### config.mk
export PLATFORM = sky130hd
export DESIGN_NAME = xalu_core
export DESIGN_NICKNAME = d
export VERILOG_FILES = /design/src/xalu_pkg.sv /design/src/xalu_core.sv
export VERILOG_INCLUDE_DIRS = /design/src /design/src/src
export SDC_FILE = /design/constraint.sdc
export NUM_CORES = 1
export LEC_CHECK = 0
export ABC_CLOCK_PERIOD_IN_PS = 7500
export BUFFER_PORTS_ARGS = -buffer_cell sky130_fd_sc_hd__buf_2
export CAP_MARGIN = 20
export CORE_MARGIN = 8
export CORE_UTILIZATION = 46
export DETAILED_ROUTE_END_ITERATION = 12
export PLACE_DENSITY_LB_ADDON = 0.05
export SLEW_MARGIN = 15
export SYNTH_ARGS = -nofsm -noshare
export SYNTH_HDL_FRONTEND = slang
export SYNTH_SLANG_ARGS = --single-unit
### constraint.sdc
create_clock -name ref_clk -period 7.5 [get_ports ref_clk]
set_clock_uncertainty 0.05 [all_clocks]
set_input_delay 1.5 -clock ref_clk [delete_from_list [all_inputs] [get_ports ref_clk]]
set_output_delay 1.5 -clock ref_clk [all_outputs]
set_load 0.1 [all_outputs]
### src/xalu_cfg.svh
`ifndef XALU_CFG_SVH
`define XALU_CFG_SVH
`define XALU_DAA_LO      8'h06
`define XALU_DAA_HI      8'h60
`define XALU_NIBBLE_MAX  4'h9
`define XALU_ALL_ONES    8'hFF
`define XALU_SKIP_CYCLES 2'h3
`define XALU_FLAG_C      0
`define XALU_FLAG_AC     1
`define XALU_FLAG_Z      2
`define XALU_FLAG_OV     3
`define XALU_FLAG_SC     4
`define XALU_FLAG_CZ     5
// Chained zero seeded set so the first byte of a chain decides it
`define XALU_FLAGS_RST   6'h20
`define XALU_WORK_RST    8'h00
`endif

### src/xalu_pkg.sv
package xalu_pkg;
  typedef enum logic [4:0] {
    XOP_NOP          = 5'h00,
    XOP_INV_MEM      = 5'h01,
    XOP_INV_WORK     = 5'h02,
    XOP_DAA_MEM      = 5'h03,
    XOP_DEC_MEM      = 5'h04,
    XOP_DEC_WORK     = 5'h05,
    XOP_INC_MEM      = 5'h06,
    XOP_INC_WORK     = 5'h07,
    XOP_MOV_TO_WORK  = 5'h08,
    XOP_MOV_TO_MEM   = 5'h09,
    XOP_OR_WORK      = 5'h0A,
    XOP_OR_MEM       = 5'h0B,
    XOP_RL_MEM       = 5'h0C,
    XOP_RL_WORK      = 5'h0D,
    XOP_RLC_MEM      = 5'h0E,
    XOP_RLC_WORK     = 5'h0F,
    XOP_RR_MEM       = 5'h10,
    XOP_RR_WORK      = 5'h11,
    XOP_RRC_MEM      = 5'h12,
    XOP_RRC_WORK     = 5'h13,
    XOP_SBC_WORK     = 5'h14,
    XOP_SBC_MEM      = 5'h15,
    XOP_DSZ_MEM      = 5'h16,
    XOP_DSZ_WORK     = 5'h17,
    XOP_SET_MEM      = 5'h18,
    XOP_SET_BIT      = 5'h19,
    XOP_ISZ_MEM      = 5'h1A,
    XOP_ISZ_WORK     = 5'h1B,
    XOP_BIT_SKIP_NZ  = 5'h1C
  } xalu_op_t;

  typedef enum logic [1:0] {
    XST_IDLE  = 2'b00,
    XST_WAIT  = 2'b01,
    XST_DUMMY = 2'b10
  } xalu_state_t;
endpackage

### src/xalu_core.sv
`timescale 1ns/1ps
`include "xalu_cfg.svh"

module xalu_core
  import xalu_pkg::*;
#(
  parameter int ADDR_W = 9
) (
  // Clock and reset
  input  wire logic              ref_clk,
  input  wire logic              rstn,
  // Decoder request
  input  wire logic              opValid,
  input  wire xalu_op_t          opCode,
  input  wire logic [2:0]        bitSel,
  input  wire logic [ADDR_W-1:0] opAddr,
  // Data memory read data for opAddr
  input  wire logic [7:0]        memRdata,
  // Data memory write port
  output logic                   memWe,
  output logic [ADDR_W-1:0]      memWaddr,
  output logic [7:0]             memWdata,
  // Architectural state
  output logic [7:0]             workReg,
  output logic [5:0]             flags,
  // Sequencer handshake
  output logic                   busy,
  output logic                   dummySlot
);

  logic [7:0]        work_r;
  logic [5:0]        flags_r;
  logic              memWe_r;
  logic [ADDR_W-1:0] memWaddr_r;
  logic [7:0]        memWdata_r;
  xalu_state_t       state_r;
  xalu_state_t       state_nxt;
  logic              skipTaken_r;
  logic              busy_r;
  logic              dummy_r;

  // Combinational result
  logic [7:0] res;
  logic       toMem;
  logic       toWork;
  logic [5:0] flagsNxt;
  logic       isSkip;
  logic       skipCond;
  logic [8:0] subFull;
  logic [4:0] subLow;
  logic [7:0] daaAdd;
  logic [8:0] daaSum;
  logic       cIn;
  logic       accept;

  assign cIn    = flags_r[`XALU_FLAG_C];
  // New ops only in idle, so the dummy slot can never write state
  assign accept = opValid && (state_r == XST_IDLE);

  always_comb begin
    res      = memRdata;
    toMem    = 1'b0;
    toWork   = 1'b0;
    flagsNxt = flags_r;
    isSkip   = 1'b0;
    skipCond = 1'b0;
    subFull  = {1'b0, work_r} - {1'b0, memRdata} - {8'h00, ~cIn};
    subLow   = {1'b0, work_r[3:0]} - {1'b0, memRdata[3:0]} - {4'h0, ~cIn};
    daaAdd   = 8'h00;
    if (work_r[3:0] > `XALU_NIBBLE_MAX || flags_r[`XALU_FLAG_AC]) begin
      daaAdd = daaAdd | `XALU_DAA_LO;
    end
    if (work_r[7:4] > `XALU_NIBBLE_MAX || cIn) begin
      daaAdd = daaAdd | `XALU_DAA_HI;
    end
    daaSum = {1'b0, work_r} + {1'b0, daaAdd};
    unique case (opCode)
      XOP_INV_MEM, XOP_INV_WORK: begin
        res = ~memRdata;
        toMem = (opCode == XOP_INV_MEM);
        toWork = !toMem;
        flagsNxt[`XALU_FLAG_Z] = (res == 8'h00);
      end
      XOP_DAA_MEM: begin
        res = daaSum[7:0];
        toMem = 1'b1;
        // Carry only ever set, so multi-byte chains keep a carry out
        flagsNxt[`XALU_FLAG_C] = cIn | daaSum[8] | daaAdd[6];
      end
      XOP_DEC_MEM, XOP_DEC_WORK: begin
        res = memRdata - 8'h01;
        toMem = (opCode == XOP_DEC_MEM);
        toWork = !toMem;
        flagsNxt[`XALU_FLAG_Z] = (res == 8'h00);
      end
      XOP_INC_MEM, XOP_INC_WORK: begin
        res = memRdata + 8'h01;
        toMem = (opCode == XOP_INC_MEM);
        toWork = !toMem;
        flagsNxt[`XALU_FLAG_Z] = (res == 8'h00);
      end
      XOP_MOV_TO_WORK: begin
        res = memRdata;
        toWork = 1'b1;
      end
      XOP_MOV_TO_MEM: begin
        res = work_r;
        toMem = 1'b1;
      end
      XOP_OR_WORK, XOP_OR_MEM: begin
        res = work_r | memRdata;
        toMem = (opCode == XOP_OR_MEM);
        toWork = !toMem;
        flagsNxt[`XALU_FLAG_Z] = (res == 8'h00);
      end
      XOP_RL_MEM, XOP_RL_WORK: begin
        res = {memRdata[6:0], memRdata[7]};
        toMem = (opCode == XOP_RL_MEM);
        toWork = !toMem;
      end
      XOP_RLC_MEM, XOP_RLC_WORK: begin
        res = {memRdata[6:0], cIn};
        toMem = (opCode == XOP_RLC_MEM);
        toWork = !toMem;
        flagsNxt[`XALU_FLAG_C] = memRdata[7];
      end
      XOP_RR_MEM, XOP_RR_WORK: begin
        res = {memRdata[0], memRdata[7:1]};
        toMem = (opCode == XOP_RR_MEM);
        toWork = !toMem;
      end
      XOP_RRC_MEM, XOP_RRC_WORK: begin
        res = {cIn, memRdata[7:1]};
        toMem = (opCode == XOP_RRC_MEM);
        toWork = !toMem;
        flagsNxt[`XALU_FLAG_C] = memRdata[0];
      end
      XOP_SBC_WORK, XOP_SBC_MEM: begin
        res = subFull[7:0];
        toMem = (opCode == XOP_SBC_MEM);
        toWork = !toMem;
        flagsNxt[`XALU_FLAG_C]  = !subFull[8];
        flagsNxt[`XALU_FLAG_AC] = !subLow[4];
        flagsNxt[`XALU_FLAG_Z]  = (res == 8'h00);
        flagsNxt[`XALU_FLAG_OV] = (work_r[7] != memRdata[7]) && (res[7] != work_r[7]);
        flagsNxt[`XALU_FLAG_SC] = res[7] ^ flagsNxt[`XALU_FLAG_OV];
        // Chained zero holds only if earlier bytes were zero too
        flagsNxt[`XALU_FLAG_CZ] = (res == 8'h00) && flags_r[`XALU_FLAG_CZ];
      end
      XOP_DSZ_MEM, XOP_DSZ_WORK: begin
        res = memRdata - 8'h01;
        toMem = (opCode == XOP_DSZ_MEM);
        toWork = !toMem;
        isSkip = 1'b1;
        skipCond = (res == 8'h00);
      end
      XOP_ISZ_MEM, XOP_ISZ_WORK: begin
        res = memRdata + 8'h01;
        toMem = (opCode == XOP_ISZ_MEM);
        toWork = !toMem;
        isSkip = 1'b1;
        skipCond = (res == 8'h00);
      end
      XOP_SET_MEM: begin
        res = `XALU_ALL_ONES;
        toMem = 1'b1;
      end
      XOP_SET_BIT: begin
        res = memRdata | (8'h01 << bitSel);
        toMem = 1'b1;
      end
      XOP_BIT_SKIP_NZ: begin
        isSkip = 1'b1;
        skipCond = memRdata[bitSel];
      end
      default: begin
        res = memRdata;
      end
    endcase
  end

  // Skip sequencing: issue, wait, dummy
  always_comb begin
    state_nxt = state_r;
    unique case (state_r)
      XST_IDLE:  if (accept && isSkip) state_nxt = XST_WAIT;
      XST_WAIT:  state_nxt = XST_DUMMY;
      XST_DUMMY: state_nxt = XST_IDLE;
      default:   state_nxt = XST_IDLE;
    endcase
  end

  always_ff @(posedge ref_clk) begin
    if (!rstn) begin
      state_r     <= XST_IDLE;
      skipTaken_r <= 1'b0;
      busy_r      <= 1'b0;
      dummy_r     <= 1'b0;
    end else begin
      state_r <= state_nxt;
      if (accept) skipTaken_r <= isSkip && skipCond;
      busy_r  <= (state_nxt != XST_IDLE);
      // Dummy asserted only in third cycle of a taken skip
      dummy_r <= (state_nxt == XST_DUMMY) && (state_r == XST_WAIT) && skipTaken_r;
    end
  end

  // Architectural updates only on acceptance, never in the dummy slot
  always_ff @(posedge ref_clk) begin
    if (!rstn) begin
      work_r  <= `XALU_WORK_RST;
      flags_r <= `XALU_FLAGS_RST;
    end else if (accept) begin
      if (toWork) work_r <= res;
      flags_r <= flagsNxt;
    end
  end

  always_ff @(posedge ref_clk) begin
    if (!rstn) begin
      memWe_r    <= 1'b0;
      memWaddr_r <= '0;
      memWdata_r <= 8'h00;
    end else begin
      memWe_r <= accept && toMem;
      if (accept) begin
        memWaddr_r <= opAddr;
        memWdata_r <= res;
      end
    end
  end

  assign workReg   = work_r;
  assign flags     = flags_r;
  assign memWe     = memWe_r;
  assign memWaddr  = memWaddr_r;
  assign memWdata  = memWdata_r;
  assign busy      = busy_r;
  assign dummySlot = dummy_r;

  // Assertions
  property p_skip_len;
    @(posedge ref_clk) disable iff (!rstn)
      (accept && isSkip) |=> busy_r [*2] ##1 !busy_r;
  endproperty
  a_skip_len: assert property (p_skip_len) else $error("skip not three cycles");

  property p_dummy_quiet;
    @(posedge ref_clk) disable iff (!rstn)
      dummy_r |=> !memWe_r && $stable(work_r) && $stable(flags_r);
  endproperty
  a_dummy_quiet: assert property (p_dummy_quiet) else $error("dummy slot changed state");

  property p_inv;
    @(posedge ref_clk) disable iff (!rstn)
      (accept && opCode == XOP_INV_WORK) |=> work_r == ~$past(memRdata) && !memWe_r;
  endproperty
  a_inv: assert property (p_inv) else $error("invert wrong");

  property p_inc_mem;
    @(posedge ref_clk) disable iff (!rstn)
      (accept && opCode == XOP_INC_MEM) |=> memWe_r && memWdata_r == $past(memRdata) + 8'h01;
  endproperty
  a_inc_mem: assert property (p_inc_mem) else $error("increment wrong");

  property p_mov_flags;
    @(posedge ref_clk) disable iff (!rstn)
      (accept && (opCode == XOP_MOV_TO_WORK || opCode == XOP_RL_MEM || opCode == XOP_SET_MEM))
        |=> $stable(flags_r);
  endproperty
  a_mov_flags: assert property (p_mov_flags) else $error("flags changed");

  property p_rlc;
    @(posedge ref_clk) disable iff (!rstn)
      (accept && opCode == XOP_RLC_WORK)
        |=> flags_r[0] == $past(memRdata[7]) && work_r[0] == $past(flags_r[0]);
  endproperty
  a_rlc: assert property (p_rlc) else $error("rotate carry wrong");

  property p_sbc_carry;
    @(posedge ref_clk) disable iff (!rstn)
      (accept && opCode == XOP_SBC_WORK && work_r > memRdata) |=> flags_r[0];
  endproperty
  a_sbc_carry: assert property (p_sbc_carry) else $error("borrow carry wrong");

  property p_dsz_skip;
    @(posedge ref_clk) disable iff (!rstn)
      (accept && opCode == XOP_DSZ_MEM && memRdata == 8'h01) |=> ##1 dummy_r;
  endproperty
  a_dsz_skip: assert property (p_dsz_skip) else $error("decrement skip missed");

  property p_bit_noskip;
    @(posedge ref_clk) disable iff (!rstn)
      (accept && opCode == XOP_BIT_SKIP_NZ && !memRdata[bitSel]) |=> ##1 !dummy_r;
  endproperty
  a_bit_noskip: assert property (p_bit_noskip) else $error("bit skip wrong");

  property p_addr_pass;
    @(posedge ref_clk) disable iff (!rstn)
      (accept && toMem) |=> memWe_r && memWaddr_r == $past(opAddr);
  endproperty
  a_addr_pass: assert property (p_addr_pass) else $error("write address altered");

  property p_inv_mem;
    @(posedge ref_clk) disable iff (!rstn)
      (accept && opCode == XOP_INV_MEM) |=> memWe_r && memWdata_r == ~$past(memRdata) && $stable(work_r);
  endproperty
  a_inv_mem: assert property (p_inv_mem) else $error("invert to memory wrong");

  property p_daa_lo;
    @(posedge ref_clk) disable iff (!rstn)
      (accept && opCode == XOP_DAA_MEM && (work_r[3:0] > `XALU_NIBBLE_MAX || flags_r[`XALU_FLAG_AC]))
        |=> memWdata_r[3:0] == $past(work_r[3:0]) + 4'h6;
  endproperty
  a_daa_lo: assert property (p_daa_lo) else $error("adjust low nibble wrong");

  // Low nibble left alone, so no carry spills into the high nibble
  property p_daa_hi;
    @(posedge ref_clk) disable iff (!rstn)
      (accept && opCode == XOP_DAA_MEM && (work_r[7:4] > `XALU_NIBBLE_MAX || cIn)
        && work_r[3:0] <= `XALU_NIBBLE_MAX && !flags_r[`XALU_FLAG_AC])
        |=> memWdata_r[7:4] == $past(work_r[7:4]) + 4'h6;
  endproperty
  a_daa_hi: assert property (p_daa_hi) else $error("adjust high nibble wrong");

  property p_daa_flags;
    @(posedge ref_clk) disable iff (!rstn)
      (accept && opCode == XOP_DAA_MEM)
        |=> flags_r[5:1] == $past(flags_r[5:1]) && (flags_r[`XALU_FLAG_C] || !$past(flags_r[`XALU_FLAG_C]));
  endproperty
  a_daa_flags: assert property (p_daa_flags) else $error("adjust touched other flags");

  property p_dec_work;
    @(posedge ref_clk) disable iff (!rstn)
      (accept && opCode == XOP_DEC_WORK)
        |=> !memWe_r && work_r == $past(memRdata) - 8'h01 && flags_r[`XALU_FLAG_Z] == (work_r == 8'h00);
  endproperty
  a_dec_work: assert property (p_dec_work) else $error("decrement to work wrong");

  property p_or_mem;
    @(posedge ref_clk) disable iff (!rstn)
      (accept && opCode == XOP_OR_MEM)
        |=> memWe_r && memWdata_r == ($past(work_r) | $past(memRdata)) && $stable(work_r);
  endproperty
  a_or_mem: assert property (p_or_mem) else $error("or to memory wrong");

  property p_rrc_mem;
    @(posedge ref_clk) disable iff (!rstn)
      (accept && opCode == XOP_RRC_MEM)
        |=> memWdata_r == {$past(cIn), $past(memRdata[7:1])} && flags_r[`XALU_FLAG_C] == $past(memRdata[0]);
  endproperty
  a_rrc_mem: assert property (p_rrc_mem) else $error("rotate right carry wrong");

  property p_isz_mem;
    @(posedge ref_clk) disable iff (!rstn)
      (accept && opCode == XOP_ISZ_MEM && memRdata == `XALU_ALL_ONES)
        |=> memWe_r && memWdata_r == 8'h00 && $stable(flags_r) ##1 dummy_r;
  endproperty
  a_isz_mem: assert property (p_isz_mem) else $error("increment skip missed");

  property p_skip_work;
    @(posedge ref_clk) disable iff (!rstn)
      (accept && (opCode == XOP_DSZ_WORK || opCode == XOP_ISZ_WORK))
        |=> !memWe_r ##1 dummy_r == (work_r == 8'h00);
  endproperty
  a_skip_work: assert property (p_skip_work) else $error("work skip decision wrong");

endmodule

==> results.cfg, run 1 <==
[timing]
setup_slack_ps = 3420
rsz0062_at_grt = no
drv_slew = 0
hold_viol_final = 0
finalSetupViolations = 0
finalCritPeriodShare_pct = 54.4
slew-limit-headroom_pct = 34.0
clock.fmax_mhz = 245
min_period_ps = 4080
setup-tns-final_ps = 0
tightest_slew_ps = 990

[synth]
synthArstFlopShare_pct = 0
synth.cell_area_sq_um = 3720
synth_area_per_cell_sq_um = 7.41
yosys.area.top_type = dfxtp_1
synth_area_leaders = dfxtp_1 (20%), ha_1 (9.1%), nand2_1 (5.9%)
ys_seq_area_share_pct = 19.9
ys.flop_type = dfxtp_1
syn_nets = 560
synth_cells = 502
synth_edf_count = 0
synth_cell_type_count = 67
synth_seq_cells = 37
synth_top_area_share_pct = 19.9
yosysWarnings = 0

[drt]
drt-pass1-iter-count = 6
vias_per_cell = 6.47
dr_total_vias = 4156
ant_nets = 0
drtIter0Drc = 305
drt-total-wl_mm = 14.1
drc = 0
wire_per_inst_um = 22.0

[setup_path]
reg2regPathDepth = 10
r2r_slack_ps = 4250
crit_required_ps = 7660
cp_top_family = simple AND/OR/NAND/NOR gates
crit_path_end = flags[5]
cp-startpoint = memRdata[3]
slowest_delay_ps = 470
worst-endpoint-arrival_ps = 4240
crit_fanout = 17
crit_type = in -> reg
crit_chain = buf_2 > inv_1 > ha_1 > ha_1 > o21a_1 > o2bb2ai_1 > nor3_1 > nor3_1 > nand4_1 > a31oi_1
crit_buf_inv = 2
path_depth = 10
worst_path_max_delay_cell = nor3_1
end_kind = register
rr_endpoint = workReg[5]
worstReg2RegStart = workReg[1]
worst_setup_path_start_kind = input pin

[clock_tree]
clock_sink_count = 37
clk_latency_ps = 280
cts_hold_buf = 0
clk_path_buf_depth = 2
cts_buffers = 5
post-cts-setup-buffers = 0
cts-htree-levels = 2
cts_tree = yes
post_cts_resized = 0
clock-root-buffer = clkbuf_8
clkTransAtPathRegs_ps = 80

[final_layout]
diodes = 0
final_nets = 594
drive_gt1_share_pct = 15.1
area_delta_synth_final_pct = 10.2
nFillCells = 847

[global_routing]
grt_max_degree = 36
grt_usage_pct = 24.7
antenna_found_initial = 0
grt_pass1_vias = 3990
gr-total-overflow = 0
grt_pass1_wl_mm = 22.3

[floorplanning]
fp.dieW_um = 106
dieArea_sq_um = 11200
die_y_um = 106
core_sq_um = 8010
rows = 33
initial_core_util_pct = 46.5
num_io_pins = 62

[power_and_ir_drop]
switching_power_mw = 0.317
internal_power_mw = 0.360
power_frac_seq_pct = 32.9
pwr-share-clk_pct = 20.0
p_leak_nw = 1.70
netSwitchingFraction_pct = 46.8
combPwrFrac_pct = 47.1
irDropWorstVdd_uv = 95.8
pwr_density_cell_nw_per_um2 = 165

[outcome]
status = finished clean

[placed_design]
port_buffers = 61
gp_congestion = 1.03
dpl_worst_slack_ps = 3170
hpwlAfterDp_mm = 10.6

[hold_path]
hp-class = reg -> reg

[run]
maxCapViolations = 0
==> flip-flops by register name (all words and copies together) (netlist names) <==
register     count
state_r          2
skipTaken_r      1
memWaddr         9
workReg          8
memWe            1
dummySlot        1
busy             1
memWdata         8
flags            6
==> layer usage <==
layer / track usage, % / vias to the layer above / routed length (um)
li1: - / 1937 / -
met1: 32.7 / 1960 / 5900
met2: 38.0 / 213 / 6420
met3: 4.60 / 46 / 1210
met4: 11.0 / 0 / 578
met5: 0 / - / 0
==> worst min path at each step <==
stage | startpoint | to | slack, ps | depth (start not counted)
2_1_floorplan | skipTaken_r | dummySlot | 380 | 1
3_3_place_gp | memWaddr[8] | memWaddr[8] | 390 | 2
3_5_place_dp | memWaddr[7] | memWaddr[7] | 390 | 2
4_1_cts | memWaddr[7] | memWaddr[7] | 410 | 2
5_1_grt | memWaddr[7] | memWaddr[7] | 420 | 2
6_report | memWaddr[2] | memWaddr[2] | 410 | 2
==> layout by cell type, fill, tap and decap left out, drive strengths merged, types with 7 or more instances in the layout <==
master,instances
a21oi,31
xnor2,10
o21ai,29
a31oi,11
nor3,9
nor3b,8
nor2b,8
o211ai,7
nand3b,8
nor2,34
o22ai,10
nand2,59
buf,63
nand3,18
ha,27
inv,35
dfxtp,37
==> cell type report <==
type	instances	area, sq um	area share [%]
clock buffer	6	72.6	1.77
clock inverter	2	10.0	0.244
inverter	35	131	3.20
multi-input combinational	394	2700	65.7
sequential	37	741	18.1
tap	105	131	3.20
timing repair buffer	63	320	7.81
==> worst register-to-register path, cell delays in order, from the launching register on <==
cell and delay [ps]:
dfxtp_1 760, o21ai_0 190, nand2b_1 150, ha_1 200
inv_1 60, fa_1 430, nand3b_1 220, xnor2_1 160
a221o_1 330, nor4_1 400, o32ai_1 160
==> kinds of logic (layout without fill, tap and decap cells) <==
group / Yosys count / count (layout) / share of synthesized area, %
xor+xnor: 16 / 16 / 3.76
fa+ha+maj: 30 / 30 / 10.7
mux: 4 / 4 / 1.75
buf+inv: 71 / 106 / 7.80
simple gates: 179 / 179 / 24.6
compound gates: 165 / 165 / 31.5
flops: 37 / 37 / 19.9
==> cells in the mapped netlist (8+ instances only) <==
library cell and n:
a21oi_1 31, a31oi_1 10, buf_2 13, clkbuf_1 20, dfxtp_1 37, ha_1 27
inv_1 35, nand2_1 59, nand3_1 18, nand3b_1 8, nor2_1 34, nor2b_1 8
nor3_1 9, nor3b_1 8, o21ai_0 29, o22ai_1 10, xnor2_1 10
==> metrics by stage <==
step           hold slack (ps)  area (sq um)  util [%]  std cells  total power, mW
3_5_place_dp               395          4020      50.2        634            0.541
2_1_floorplan              379          3720         -        502            0.463
5_1_grt                    423          4100      51.2        642            0.714
4_1_cts                    406          4100      51.2        642            0.678
3_3_place_gp               389          4020      50.2        634            0.540
6_report                   406          4100      51.2        642            0.676
==> power by group through the flow <==
stage	combinational (mW)	clock [mW]	sequential (mW)
finish	0.319	0.135	0.222
global route	0.341	0.149	0.224
CTS	0.316	0.140	0.222
detailed placement	0.315	0	0.226
global placement	0.314	0	0.226
floorplan	0.156	0	0.307
No activity file was read; power rests on OpenSTA's default activity.
==> run 2, diff against run 1 <==
--- a/config.mk
+++ b/config.mk
@@ -6,7 +6,8 @@
 export SDC_FILE = /design/constraint.sdc
 export NUM_CORES = 1
 export LEC_CHECK = 0
-export ABC_CLOCK_PERIOD_IN_PS = 7500
+export ABC_AREA = 1
+export ABC_CLOCK_PERIOD_IN_PS = 3900
 export BUFFER_PORTS_ARGS = -buffer_cell sky130_fd_sc_hd__buf_2
 export CAP_MARGIN = 20
 export CORE_MARGIN = 8
==> constraint.sdc (replaced) <==
create_clock -name ref_clk -period 3.9 [get_ports ref_clk]
set_clock_uncertainty 0.05 [all_clocks]
set_input_delay 0.78 -clock ref_clk [delete_from_list [all_inputs] [get_ports ref_clk]]
set_output_delay 0.78 -clock ref_clk [all_outputs]
set_load 0.1 [all_outputs]
==> results.cfg, run 2 <==
[run]
maxCapViolations = 0

[hold_path]
hp-class = reg -> reg

[synth]
synth_area_per_cell_sq_um = 5.65
yosysMostFrequentCell = nand2_1
synthTopCellsByCount = nand2_1 (178), nor2_1 (112), inv_1 (91), nand3_1 (62), o21ai_0 (38)
synthArstFlopShare_pct = 0
synth_cell_type_count = 36
ys_seq_area_share_pct = 19.0
synth_seq_cells = 37
yosys.area.top_type = dfxtp_1
yosysWarnings = 0
synth_edf_count = 0
ys.flop_type = dfxtp_1
synth_area_leaders = dfxtp_1 (19%), nand2_1 (17%), nor2_1 (11%)
synth_top_area_share_pct = 19.0
synth.cell_area_sq_um = 3890
syn_nets = 747
synth_cells = 689

[setup_path]
crit_type = reg -> reg
crit_fanout = 8
slowest_delay_ps = 570
end_kind = register
crit_required_ps = 4050
worst_setup_path_start_kind = register
worst_path_max_delay_cell = dfxtp_1
crit_chain = inv_1 > a21oi_1 > nor2_1 > inv_1 > ha_1 > inv_1 > fa_1 > nor2_1 > nor2_1 > a22oi_1 > nand4_1 > nor2_1 > nand3_1 > nand2_1 > inv_1
worst-endpoint-arrival_ps = 3150

[placed_design]
hpwlAfterDp_mm = 11.7
placed_area_sq_um = 4320
port_buffers = 61
gp_congestion = 0.998

[timing]
drv_slew = 0
clock.fmax_mhz = 333
tightest_slew_ps = 640
setup-tns-final_ps = 0
rsz0062_at_grt = no
min_period_ps = 3010
slew-limit-headroom_pct = 57.1
finalSetupViolations = 0
finalCritPeriodShare_pct = 77.1
hold_viol_final = 0

[final_layout]
final_cell_mix = nand2_1 (178), nor2_1 (112), inv_1 (91), nand3_1 (62), buf_2 (61)
area_delta_synth_final_pct = 13.9
largest_reg_flops = 9
diodes = 0
final_common_cell = nand2_1
drive_gt1_share_pct = 12.7
final_cell_area_sq_um = 4440
final_nets = 807

[power_and_ir_drop]
irDropWorstVdd_uv = 325
power_frac_seq_pct = 29.1
switching_power_mw = 0.706
combPwrFrac_pct = 47.8
internal_power_mw = 0.774
p_leak_nw = 2.43
netSwitchingFraction_pct = 47.7
pwr_density_cell_nw_per_um2 = 334
pwr-share-clk_pct = 23.1

[floorplanning]
num_io_pins = 62
core_sq_um = 8220
die_y_um = 108
rows = 33
fp.dieW_um = 108
initial_core_util_pct = 47.4
dieArea_sq_um = 11700

[clock_tree]
post-cts-setup-buffers = 0
cts_hold_buf = 0
clock-root-buffer = clkbuf_8
clk_latency_ps = 300
cts_buffers = 5
clock_sink_count = 37
post_cts_resized = 0
cts_tree = yes
clkTransAtPathRegs_ps = 90
clk_path_buf_depth = 2
cts-htree-levels = 2

[drt]
ant_nets = 0
dr_total_vias = 4748
wire_per_inst_um = 16.9
drc = 0
drtIter0Drc = 375
vias_per_cell = 5.55
drt-pass1-iter-count = 5
drt-total-wl_mm = 14.5

[global_routing]
grt_pass1_wl_mm = 23.5
grt_pass1_vias = 4709
antenna_found_initial = 0
grt_usage_pct = 25.2
grt_max_degree = 19
gr-total-overflow = 0

[outcome]
status = finished clean
[run 2: cell count changes in the layout (fill, tap and decap cells not counted), sizes merged, moves of 6 or more]
cell | before | now
nand2 | 59 | 181
nor2 | 34 | 117
inv | 35 | 97
nand3 | 18 | 62
nand4 | 4 | 25
a31oi | 11 | 1
o21ai | 29 | 39
xnor2 | 10 | 1
nor2b | 8 | 0
nor3b | 8 | 1
a2111oi | 6 | 0
o2bb2ai | 6 | 0
[run 2: logic make-up after synthesis]
family / Yosys count / share of synthesized area [%]
simple gates: 403 / 44.2
buf+inv: 117 / 11.5
compound gates: 94 / 13.3
flops: 37 / 19.0
fa+ha+maj: 30 / 10.2
xor+xnor: 8 / 1.80
[run 2: worst max-delay path, delay by kind of cell, from the launching register on]
family / cells / cell delay (ps)
AND/OR/NAND/NOR: 7 / 840
adder cells (fa/ha/maj): 2 / 630
flip-flops: 1 / 570
AO/OA/AOI/OAI: 2 / 470
buffers and inverters: 4 / 350
[run 2: layout make-up]
cell class | instances | area (sq um)
fill | 897 | 3780
sequential | 37 | 741
clock inverter | 3 | 46.3
inverter | 102 | 383
multi-input combinational | 535 | 2710
clock buffer | 5 | 68.8
timing repair buffer | 68 | 358
tap | 105 | 131
[run 2: through the flow]
| stage | setup slack (ps) | util (%) | cells | total power, mW | hold slack (ps) |
|---|---|---|---|---|---|
| after global routing | 692 | 54.0 | 855 | 1.57 | 436 |
| final | 893 | 54.0 | 855 | 1.48 | 403 |
| after detailed placement | 660 | 52.6 | 847 | 1.13 | 388 |
| after CTS | 970 | 54.0 | 855 | 1.48 | 405 |
| after global placement | 705 | 52.6 | 847 | 1.13 | 378 |
| after floorplan | 783 | - | 689 | 0.965 | 364 |
[run 2: layer usage]
layer	routed length, um	track usage (%)
met5	0	0
met4	430	10.8
met3	1250	3.93
met2	6430	40.5
met1	6350	32.7
[run 2: final timing paths]
path              start    endpoint  slack (ps)  depth (start not counted)
min          state_r[1]  state_r[1]         400                          1
max          workReg[1]  workReg[3]         890                         15
max reg2reg  workReg[1]  workReg[3]         890                         15
min reg2reg  state_r[1]  state_r[1]         400                          1
[run 2: power groups by stage]
stage / Sequential (mW) / Combinational [mW] / Clock, mW
floorplan: 0.628 / 0.338 / 0
global placement: 0.439 / 0.693 / 0
CTS: 0.430 / 0.699 / 0.349
global route: 0.434 / 0.773 / 0.366
detailed placement: 0.439 / 0.696 / 0
finish: 0.431 / 0.708 / 0.342
